**config.mk**
```make
export PLATFORM = sky130hd
export DESIGN_NAME = lsc_top
export DESIGN_NICKNAME = d
export VERILOG_FILES = /design/src/hw/lsc_pkg.sv /design/src/hw/lsc_step_if.sv /design/src/hw/lsc_step_seq.sv /design/src/hw/lsc_top.sv
export VERILOG_INCLUDE_DIRS = /design/src /design/src/hw
export SDC_FILE = /design/constraint.sdc
export NUM_CORES = 1
export LEC_CHECK = 0
export ABC_AREA = 1
export BUFFER_PORTS_ARGS = -buffer_cell sky130_fd_sc_hd__buf_2
export CORE_AREA = 2 2 213 215
export CTS_CLUSTER_SIZE = 40
export DETAILED_ROUTE_END_ITERATION = 8
export DIE_AREA = 0 0 215 217
export GPL_ROUTABILITY_DRIVEN = 0
export GPL_TIMING_DRIVEN = 0
export SLEW_MARGIN = 20
export SYNTH_ARGS = -nofsm -noshare
export SYNTH_HDL_FRONTEND = slang
export SYNTH_HIERARCHICAL = 1
export SYNTH_SLANG_ARGS = --single-unit
```
**constraint.sdc**
```tcl
create_clock -name clk_sys -period 5.28 [get_ports clk_sys]
set_input_delay 1.056 -clock clk_sys [delete_from_list [all_inputs] [get_ports clk_sys]]
set_output_delay 1.056 -clock clk_sys [all_outputs]
set_load 0.01 [all_outputs]
```
**src/hw/lsc_map.svh**
```systemverilog
// Constants for the load step controller: counts, field widths, reset values.
// Assumes nothing; included by the package and the design files.
`ifndef LSC_MAP_SVH
`define LSC_MAP_SVH

// ****************************************************************
// Sizes
// ****************************************************************
`define LSC_MAX_STEPS 5
`define LSC_KW_W 16
`define LSC_DLY_W 32
`define LSC_CNT_W 3

// ****************************************************************
// Register map
// ****************************************************************
`define LSC_A_CTRL 8'h00
`define LSC_A_BAL_TRIP 8'h04
`define LSC_A_BAL_RET 8'h08
`define LSC_A_BAL_TDLY 8'h0c
`define LSC_A_BAL_RDLY 8'h10
`define LSC_A_SHD_TRIP 8'h14
`define LSC_A_SHD_RET 8'h18
`define LSC_A_SHD_TDLY 8'h1c
`define LSC_A_SHD_RDLY 8'h20
`define LSC_A_STATUS 8'h24

// Control register fields
`define LSC_CTRL_BAL_CNT_LSB 0
`define LSC_CTRL_SHD_CNT_LSB 4
`define LSC_CTRL_INIT_CNT_LSB 8

// Status register fields
`define LSC_ST_BAL_LSB 0
`define LSC_ST_SHD_LSB 8
`define LSC_ST_ON_LOAD_BIT 16

// ****************************************************************
// Reset values
// ****************************************************************
`define LSC_RST_CNT 3'h0
`define LSC_RST_KW 16'h0000
`define LSC_RST_DLY 32'h0000_0001

`endif

```
**src/hw/lsc_pkg.sv**
```systemverilog
// Types for the load step controller.
// Assumes lsc_map.svh is on the include path.
`include "lsc_map.svh"

package lsc_pkg;

	// ****************************************************************
	// Step group direction
	// ****************************************************************
	typedef enum logic [1:0] {
		LSC_IDLE,
		LSC_TRIP,
		LSC_RET
	} lsc_tmr_t;

	typedef logic [`LSC_KW_W-1:0] lsc_kw_t;
	typedef logic [`LSC_DLY_W-1:0] lsc_dly_t;
	typedef logic [`LSC_CNT_W-1:0] lsc_cnt_t;

endpackage : lsc_pkg

```
**src/hw/lsc_step_if.sv**
```systemverilog
// Carrier between the controller top and one step sequencer.
// Assumes a single clock shared by both ends.
`timescale 1ns/1ps

interface lsc_step_if;
	import lsc_pkg::*;
	logic run;
	logic clear;
	logic preset;
	lsc_cnt_t preset_cnt;
	lsc_cnt_t max_cnt;
	logic trip_cond;
	logic ret_cond;
	lsc_dly_t trip_dly;
	lsc_dly_t ret_dly;
	lsc_cnt_t level;

	modport ctrl (
		output run,
		output clear,
		output preset,
		output preset_cnt,
		output max_cnt,
		output trip_cond,
		output ret_cond,
		output trip_dly,
		output ret_dly,
		input level
	);
	modport seq (
		input run,
		input clear,
		input preset,
		input preset_cnt,
		input max_cnt,
		input trip_cond,
		input ret_cond,
		input trip_dly,
		input ret_dly,
		output level
	);
endinterface : lsc_step_if

```
**src/hw/lsc_step_seq.sv**
```systemverilog
// One step sequencer: a count of energised steps raised after the trip
// delay and lowered after the return delay.
// Assumes conditions are synchronous to clk_sys.
`timescale 1ns/1ps
`include "lsc_map.svh"

module lsc_step_seq
	import lsc_pkg::*;
(
	input wire logic clk_sys,
	input wire logic rst,
	lsc_step_if.seq s
);

	typedef struct packed {
		lsc_tmr_t mode;
		lsc_dly_t tmr;
		lsc_cnt_t level;
	} lsc_seq_st_t;

	lsc_seq_st_t st_q;
	lsc_seq_st_t st_d;

	assign s.level = st_q.level;

	// ****************************************************************
	// Next state
	// ****************************************************************
	always_comb
	begin
		st_d = st_q;
		if (s.clear)
		begin
			st_d.mode = LSC_IDLE;
			st_d.tmr = '0;
			st_d.level = `LSC_RST_CNT;
		end
		else if (s.preset)
		begin
			st_d.mode = LSC_IDLE;
			st_d.tmr = '0;
			st_d.level = (s.preset_cnt > s.max_cnt) ? s.max_cnt : s.preset_cnt;
		end
		else if (!s.run)
		begin
			st_d.mode = LSC_IDLE;
			st_d.tmr = '0;
		end
		else
		begin
			case (st_q.mode)
				LSC_IDLE:
				begin
					st_d.tmr = '0;
					if (s.trip_cond && st_q.level < s.max_cnt)
						st_d.mode = LSC_TRIP;
					else if (s.ret_cond && st_q.level != '0)
						st_d.mode = LSC_RET;
				end
				LSC_TRIP:
				begin
					if (!s.trip_cond || st_q.level >= s.max_cnt)
					begin
						st_d.mode = LSC_IDLE;
						st_d.tmr = '0;
					end
					else if (st_q.tmr + 32'h1 >= s.trip_dly)
					begin
						// Restart the delay so each full period adds a step
						st_d.level = st_q.level + 3'h1;
						st_d.tmr = '0;
					end
					else
						st_d.tmr = st_q.tmr + 32'h1;
				end
				LSC_RET:
				begin
					if (!s.ret_cond || st_q.level == '0)
					begin
						st_d.mode = LSC_IDLE;
						st_d.tmr = '0;
					end
					else if (st_q.tmr + 32'h1 >= s.ret_dly)
					begin
						st_d.level = st_q.level - 3'h1;
						st_d.tmr = '0;
					end
					else
						st_d.tmr = st_q.tmr + 32'h1;
				end
				default:
				begin
					st_d.mode = LSC_IDLE;
					st_d.tmr = '0;
				end
			endcase
		end
	end

	always_ff @(posedge clk_sys)
	begin
		if (rst)
		begin
			st_q.mode <= LSC_IDLE;
			st_q.tmr <= '0;
			st_q.level <= `LSC_RST_CNT;
		end
		else
			st_q <= st_d;
	end

endmodule : lsc_step_seq

```
**src/hw/lsc_top.sv**
```systemverilog
// Load step controller: ballast steps for light load, shedding steps for
// heavy load. Assumes load_kw and sequencer flags are synchronous to clk_sys.
`timescale 1ns/1ps
`include "lsc_map.svh"

// Behaviour
// - Up to five ballast step outputs, count set by configuration.
// - On start, all ballast outputs are held off.
// - Ballast supervision only runs while the generator is on load.
// - Load below ballast trip level starts the ballast trip timer.
// - Trip delay elapsed below level energises the next ballast step.
// - Monitoring repeats, adding steps until all configured are on.
// - Load above ballast return level starts the ballast return timer.
// - Return delay elapsed drops highest ballast step, repeating until none.
// - Stopping entry drops all steps in the load switch open cycle.
// - Up to five shedding step outputs, count set by configuration.
// - Initial shedding count energises in the same cycle as the load switch close command.
// - On load, load above shed trip level starts shed trip timer.
// - Trip delay elapsed above level energises the next shed step.
// - Each further full trip period energises the next shed step.
// - Load below shed return level starts the shed return timer.
// - Return delay elapsed drops the highest shed step, repeating.
module lsc_top
	import lsc_pkg::*;
#(
	parameter int NSTEP = `LSC_MAX_STEPS
)(
	input wire logic clk_sys,
	input wire logic rst,
	input wire logic [7:0] reg_addr,
	input wire logic [31:0] reg_wdata,
	input wire logic reg_wr,
	input wire logic reg_rd,
	output logic [31:0] reg_rdata,
	input wire logic [`LSC_KW_W-1:0] load_kw,
	input wire logic gen_start,
	input wire logic load_request,
	input wire logic stop_entry,
	output logic load_close,
	output logic load_open,
	output logic [NSTEP-1:0] ballast_out,
	output logic [NSTEP-1:0] shed_out
);

	// ****************************************************************
	// State
	// ****************************************************************
	typedef struct packed {
		lsc_cnt_t bal_cnt;
		lsc_cnt_t shd_cnt;
		lsc_cnt_t initial_shed_count;
		lsc_kw_t bal_trip;
		lsc_kw_t bal_ret;
		lsc_dly_t bal_tdly;
		lsc_dly_t bal_rdly;
		lsc_kw_t shd_trip;
		lsc_kw_t shd_ret;
		lsc_dly_t shd_tdly;
		lsc_dly_t shd_rdly;
		logic on_load;
		logic close_pend;
		logic load_close;
		logic load_open;
		logic [NSTEP-1:0] bal_out;
		logic [NSTEP-1:0] shd_out;
		logic [31:0] rdata;
	} lsc_st_t;

	lsc_st_t st_q;
	lsc_st_t st_d;

	lsc_step_if bal_if ();
	lsc_step_if shd_if ();
	logic [NSTEP-1:0] bal_dec;
	logic [NSTEP-1:0] shd_dec;

	// ****************************************************************
	// Step sequencers
	// ****************************************************************
	always_comb
	begin
		bal_if.run = st_q.on_load;
		bal_if.clear = gen_start || stop_entry;
		bal_if.preset = 1'b0;
		bal_if.preset_cnt = '0;
		bal_if.max_cnt = st_q.bal_cnt;
		bal_if.trip_cond = load_kw < st_q.bal_trip;
		bal_if.ret_cond = load_kw > st_q.bal_ret;
		bal_if.trip_dly = st_q.bal_tdly;
		bal_if.ret_dly = st_q.bal_rdly;
		shd_if.run = st_q.on_load;
		shd_if.clear = stop_entry;
		// Shed the initial steps as the close is requested
		shd_if.preset = load_request && !st_q.on_load && !st_q.close_pend
			&& !stop_entry;
		shd_if.preset_cnt = st_q.initial_shed_count;
		shd_if.max_cnt = st_q.shd_cnt;
		shd_if.trip_cond = load_kw > st_q.shd_trip;
		shd_if.ret_cond = load_kw < st_q.shd_ret;
		shd_if.trip_dly = st_q.shd_tdly;
		shd_if.ret_dly = st_q.shd_rdly;
	end

	lsc_step_seq u_bal (
		.clk_sys(clk_sys),
		.rst(rst),
		.s(bal_if.seq)
	);

	lsc_step_seq u_shd (
		.clk_sys(clk_sys),
		.rst(rst),
		.s(shd_if.seq)
	);

	// Thermometer decode of the step level
	genvar gi;
	generate
		for (gi = 0; gi < NSTEP; gi++)
		begin : g_dec
			assign bal_dec[gi] = (32'(bal_if.level) > gi)
				&& (32'(st_q.bal_cnt) > gi);
			assign shd_dec[gi] = (32'(shd_if.level) > gi)
				&& (32'(st_q.shd_cnt) > gi);
		end
	endgenerate

	// ****************************************************************
	// Next state
	// ****************************************************************
	function automatic lsc_cnt_t clip(input logic [31:0] v);
		lsc_cnt_t r;
		r = (v[`LSC_CNT_W-1:0] > lsc_cnt_t'(NSTEP))
			? lsc_cnt_t'(NSTEP) : v[`LSC_CNT_W-1:0];
		return r;
	endfunction : clip

	always_comb
	begin
		st_d = st_q;
		st_d.rdata = '0;
		st_d.load_open = 1'b0;
		st_d.load_close = 1'b0;
		if (reg_wr)
		begin
			case (reg_addr)
				`LSC_A_CTRL:
				begin
					st_d.bal_cnt = clip(reg_wdata >> `LSC_CTRL_BAL_CNT_LSB);
					st_d.shd_cnt = clip(reg_wdata >> `LSC_CTRL_SHD_CNT_LSB);
					st_d.initial_shed_count =
						clip(reg_wdata >> `LSC_CTRL_INIT_CNT_LSB);
				end
				`LSC_A_BAL_TRIP: st_d.bal_trip = reg_wdata[`LSC_KW_W-1:0];
				`LSC_A_BAL_RET: st_d.bal_ret = reg_wdata[`LSC_KW_W-1:0];
				`LSC_A_BAL_TDLY: st_d.bal_tdly = reg_wdata;
				`LSC_A_BAL_RDLY: st_d.bal_rdly = reg_wdata;
				`LSC_A_SHD_TRIP: st_d.shd_trip = reg_wdata[`LSC_KW_W-1:0];
				`LSC_A_SHD_RET: st_d.shd_ret = reg_wdata[`LSC_KW_W-1:0];
				`LSC_A_SHD_TDLY: st_d.shd_tdly = reg_wdata;
				`LSC_A_SHD_RDLY: st_d.shd_rdly = reg_wdata;
				default: st_d.bal_cnt = st_q.bal_cnt;
			endcase
		end
		if (reg_rd)
		begin
			case (reg_addr)
				`LSC_A_CTRL:
					st_d.rdata = 32'({st_q.initial_shed_count, 1'b0,
						st_q.shd_cnt, 1'b0, st_q.bal_cnt});
				`LSC_A_BAL_TRIP: st_d.rdata = 32'(st_q.bal_trip);
				`LSC_A_BAL_RET: st_d.rdata = 32'(st_q.bal_ret);
				`LSC_A_BAL_TDLY: st_d.rdata = st_q.bal_tdly;
				`LSC_A_BAL_RDLY: st_d.rdata = st_q.bal_rdly;
				`LSC_A_SHD_TRIP: st_d.rdata = 32'(st_q.shd_trip);
				`LSC_A_SHD_RET: st_d.rdata = 32'(st_q.shd_ret);
				`LSC_A_SHD_TDLY: st_d.rdata = st_q.shd_tdly;
				`LSC_A_SHD_RDLY: st_d.rdata = st_q.shd_rdly;
				`LSC_A_STATUS:
				begin
					st_d.rdata[`LSC_ST_BAL_LSB +: NSTEP] = st_q.bal_out;
					st_d.rdata[`LSC_ST_SHD_LSB +: NSTEP] = st_q.shd_out;
					st_d.rdata[`LSC_ST_ON_LOAD_BIT] = st_q.on_load;
				end
				default: st_d.rdata = '0;
			endcase
		end

		// Load switch sequencing: shed preset first, close and shed outputs one cycle later
		if (stop_entry)
		begin
			st_d.on_load = 1'b0;
			st_d.close_pend = 1'b0;
			st_d.load_open = 1'b1;
		end
		else if (shd_if.preset)
			st_d.close_pend = 1'b1;
		else if (st_q.close_pend)
		begin
			st_d.close_pend = 1'b0;
			st_d.load_close = 1'b1;
			st_d.on_load = 1'b1;
		end
		if (gen_start && !st_q.on_load)
			st_d.close_pend = st_d.close_pend;

		// Outputs forced low in the same edge as the open command
		st_d.bal_out = stop_entry ? '0 : bal_dec;
		st_d.shd_out = stop_entry ? '0 : shd_dec;
	end

	always_ff @(posedge clk_sys)
	begin
		if (rst)
		begin
			st_q.bal_cnt <= lsc_cnt_t'(NSTEP);
			st_q.shd_cnt <= lsc_cnt_t'(NSTEP);
			st_q.initial_shed_count <= `LSC_RST_CNT;
			st_q.bal_trip <= `LSC_RST_KW;
			st_q.bal_ret <= `LSC_RST_KW;
			st_q.bal_tdly <= `LSC_RST_DLY;
			st_q.bal_rdly <= `LSC_RST_DLY;
			st_q.shd_trip <= `LSC_RST_KW;
			st_q.shd_ret <= `LSC_RST_KW;
			st_q.shd_tdly <= `LSC_RST_DLY;
			st_q.shd_rdly <= `LSC_RST_DLY;
			st_q.on_load <= 1'b0;
			st_q.close_pend <= 1'b0;
			st_q.load_close <= 1'b0;
			st_q.load_open <= 1'b0;
			st_q.bal_out <= '0;
			st_q.shd_out <= '0;
			st_q.rdata <= '0;
		end
		else
			st_q <= st_d;
	end

	assign reg_rdata = st_q.rdata;
	assign load_close = st_q.load_close;
	assign load_open = st_q.load_open;
	assign ballast_out = st_q.bal_out;
	assign shed_out = st_q.shd_out;

endmodule : lsc_top

```
==> flow_summary.json <==
{
  "status": "complete, no violations",
  "r2r_end": "u_shd/st_q[5]$_SDFF_PP0_",
  "worstPathArrival_ns": 4.91,
  "cp-end-kind": "register",
  "peakVddDrop_v": 0.000184,
  "syn_avg_cell_area_um2": 6.87,
  "rows": 78,
  "clockRootBuffer": "clkbuf_16",
  "grtUsageTotal_pct": 28.0,
  "yosysSeqAreaShare_pct": 32.7,
  "regArea_um2": 6430,
  "portBuffers": 104,
  "num-fill-cells": 4667,
  "worstMarginPinSlew_ns": 0.946,
  "grt_max_degree": 13,
  "fin_cells": 3642,
  "ys_ff_latch": 321,
  "num_vias": 19100,
  "cts_setup_buffers": 0,
  "antenna_found_initial": 2,
  "coreArea_um2": 44700,
  "route.detailed.drc": 0,
  "hold_viol_final": 0,
  "leakagePower_nw": 10.3,
  "cp-start-kind": "register",
  "ios": 107,
  "mostFrequentLayoutCells": "509 x nand2_1, 438 x inv_1, 424 x nor2_1",
  "maxCapViolations": 0,
  "r2r_slack_ns": 0.78,
  "syn_to_final_growth_pct": 13.1,
  "cts_tree": "yes",
  "rsz0062_at_grt": "false",
  "slew_headroom_pct": 36.9,
  "synth_cells": 2863,
  "grt.overflow.total": 0,
  "hpwl_um": 52700,
  "nets": 3285,
  "whs_endpoint": "load_close$_SDFF_PP0_",
  "wl_um": 66200,
  "reg2reg_depth": 24,
  "p_per_area_nw_per_um2": 244,
  "die_w_um": 215,
  "drtIter0Drc": 1665,
  "cts_resized": 0,
  "crit_type": "register to register",
  "hold_path_class": "register to register",
  "vias_per_cell": 5.23,
  "fin_crit_ns": 4.50,
  "finalSetupViolations": 0,
  "yosys_most_used_dff": "dfxtp_1",
  "yosys_warnings": 6,
  "synth-edff-count": 0,
  "initial_core_util_pct": 44.0,
  "setup_ws_ns": 0.781,
  "layout_commonest_cell": "nand2_1",
  "setup_tns_ns": 0,
  "dieArea_um2": 46700,
  "clock_sink_count": 321,
  "clk_pin_slew_ns": 0.06,
  "wire_per_inst_um": 18.2,
  "max_freq_mhz": 222,
  "hold_depth": 2,
  "cts.htree.levels": 2,
  "ant_nets": 0,
  "preCtsSetupSlack_ns": 0.767,
  "hold_buffers": 0,
  "drt_pre_antenna_iters": 8,
  "multiInputGateArea_um2": 10800,
  "drive_gt1_share_pct": 10.7,
  "drv_slew": 0,
  "skew_ns": 0.0195,
  "period_share_pct": 85.2,
  "grt_pass1_vias": 18100,
  "grt_pass1_wl_um": 101000,
  "synth_cell_types": 55,
  "timing.rr.start": "u_shd/st_q[3]$_SDFF_PP0_",
  "clockBufferDepth": 3,
  "clock_latency_ns": 0.56,
  "crit_fanout": 10,
  "asyncSetResetFlopFracSynth_pct": 0,
  "cp-startpoint": "u_shd/st_q[3]$_SDFF_PP0_",
  "hp-start": "st_q[44]$_SDFF_PP0_",
  "cts_made_buffers": 38,
  "synth_area_um2": 19700,
  "fp.dieH_um": 217,
  "dp.cells": 3576,
  "cp.required_ns": 5.69
}
[layout make-up]
type / count / area share, %
multi-input combinational: 1960 / 48.5
sequential: 321 / 28.9
inverter: 453 / 7.65
clock buffer: 53 / 4.99
buffer: 137 / 3.51
tap: 600 / 3.38
timing repair buffer: 105 / 2.37
clock inverter: 12 / 0.670
antenna: 1 / 0.0113
[critical path, cell delays in order (launching register included)]
cell	delay [ns]
dfxtp_1	0.47
ha_1	0.22
nand2_1	0.06
inv_1	0.09
nand2_1	0.15
nor2_2	0.22
inv_2	0.06
nor2_2	0.12
nand2_1	0.11
nor2_1	0.20
nand4_1	0.16
xor2_1	0.23
inv_1	0.10
ha_1	0.28
nand2_1	0.06
inv_1	0.05
nand4_1	0.17
a21oi_1	0.16
nor2_1	0.07
nand2_1	0.31
o22ai_1	0.13
o211ai_1	0.11
buf_4	0.24
clkbuf_1	0.47
nor2_1	0.10
[registers in the layout (all words and copies together), names as in the netlist]
| signal | cells |
|---|---|
| shd_if.trip_dly | 32 |
| reg_rdata | 32 |
| shd_if.preset_cnt | 3 |
| st_q | 65 |
| shd_if.ret_dly | 32 |
| u_bal/s.level | 3 |
| u_shd/s.level | 3 |
| bal_if.trip_dly | 32 |
| bal_if.run | 1 |
| u_bal/st_q | 34 |
| ballast_out | 5 |
| shed_out | 5 |
| shd_if.max_cnt | 3 |
| load_close | 1 |
| load_open | 1 |
| bal_if.max_cnt | 3 |
| bal_if.ret_dly | 32 |
| u_shd/st_q | 34 |
[cells in the mapped netlist (2+ instances only)]
cell      number  area share (%)
a21o_1        10            0.38
a21oi_1      227             5.8
a221oi_1       2           0.089
a31oi_1        2           0.064
and3_1         2           0.064
buf_1          3           0.057
buf_2         44             1.1
buf_4         50             1.9
buf_6          3            0.17
clkbuf_1      37            0.71
dfxtp_1      321              33
fa_1           2            0.20
ha_1         204              13
inv_1        438             8.4
inv_2         14            0.27
nand2_1      509             9.7
nand2_2        7            0.22
nand2_4        4            0.23
nand3_1      114             2.9
nand3_2        3            0.15
nand3b_1       4            0.15
nand4_1       28            0.89
nor2_1       424             8.1
nor2_2        12            0.38
nor2_4        10            0.57
nor3_1        18            0.46
nor3_2         4            0.20
nor3b_1        3            0.11
nor4_1         6            0.19
o211ai_1      12            0.46
o21a_1        12            0.46
o21ai_0      218             5.5
o21ai_1       22            0.56
o21bai_1       3            0.11
o22ai_1       22            0.70
or2_2          4            0.13
xnor2_1       11            0.49
xor2_1        37             1.6
[metal layers]
metal | GRT usage (%) | part of all wire (%)
met5 | 0 | 0
met4 | 12.3 | 4.1
met3 | 6.26 | 8.5
met2 | 44.1 | 43
met1 | 36.7 | 44
[logic make-up after synthesis]
family / after synthesis / share of synthesized area (%)
adder cells (fa/ha/maj): 206 / 13.2
flip-flops: 321 / 32.7
XOR/XNOR: 48 / 2.14
buffers and inverters: 590 / 12.6
AND/OR/NAND/NOR: 1159 / 24.9
AO/OA/AOI/OAI: 538 / 14.5
other: 1 / 0.0191
[worst max-delay path by stage]
stage | end | slack, ns | depth (start not counted)
2_1_floorplan | u_shd/st_q[10]$_SDFF_PP0_ | 2.10 | 26
3_3_place_gp | u_shd/st_q[5]$_SDFF_PP0_ | 0.58 | 23
3_5_place_dp | u_shd/st_q[33]$_SDFF_PP0_ | 0.77 | 24
4_1_cts | u_shd/st_q[5]$_SDFF_PP0_ | 0.75 | 24
5_1_grt | u_shd/st_q[5]$_SDFF_PP0_ | 0.34 | 24
6_report | u_shd/st_q[5]$_SDFF_PP0_ | 0.78 | 24
[per-stage QoR]
| stage | hold slack, ns | area, um^2 | power (mW) | utilization [%] |
|---|---|---|---|---|
| global route | 0.453 | 22200 | 5.59 | 49.7 |
| finish | 0.431 | 22200 | 5.42 | 49.7 |
| global placement | 0.428 | 21000 | 2.77 | 46.9 |
| floorplan | 0.408 | 19700 | 2.64 | - |
| CTS | 0.431 | 22200 | 5.46 | 49.7 |
| detailed placement | 0.419 | 21000 | 2.78 | 46.9 |
[report_power, final]
part	switching, mW	internal, mW	leakage, nW	total [mW]
registers	0.00766	2.43	2.59	2.44
logic	0.209	0.0880	7.11	0.297
clock network	1.08	1.61	0.608	2.69
total	1.30	4.13	10.3	5.42
Power figures use the tool's default switching activity.
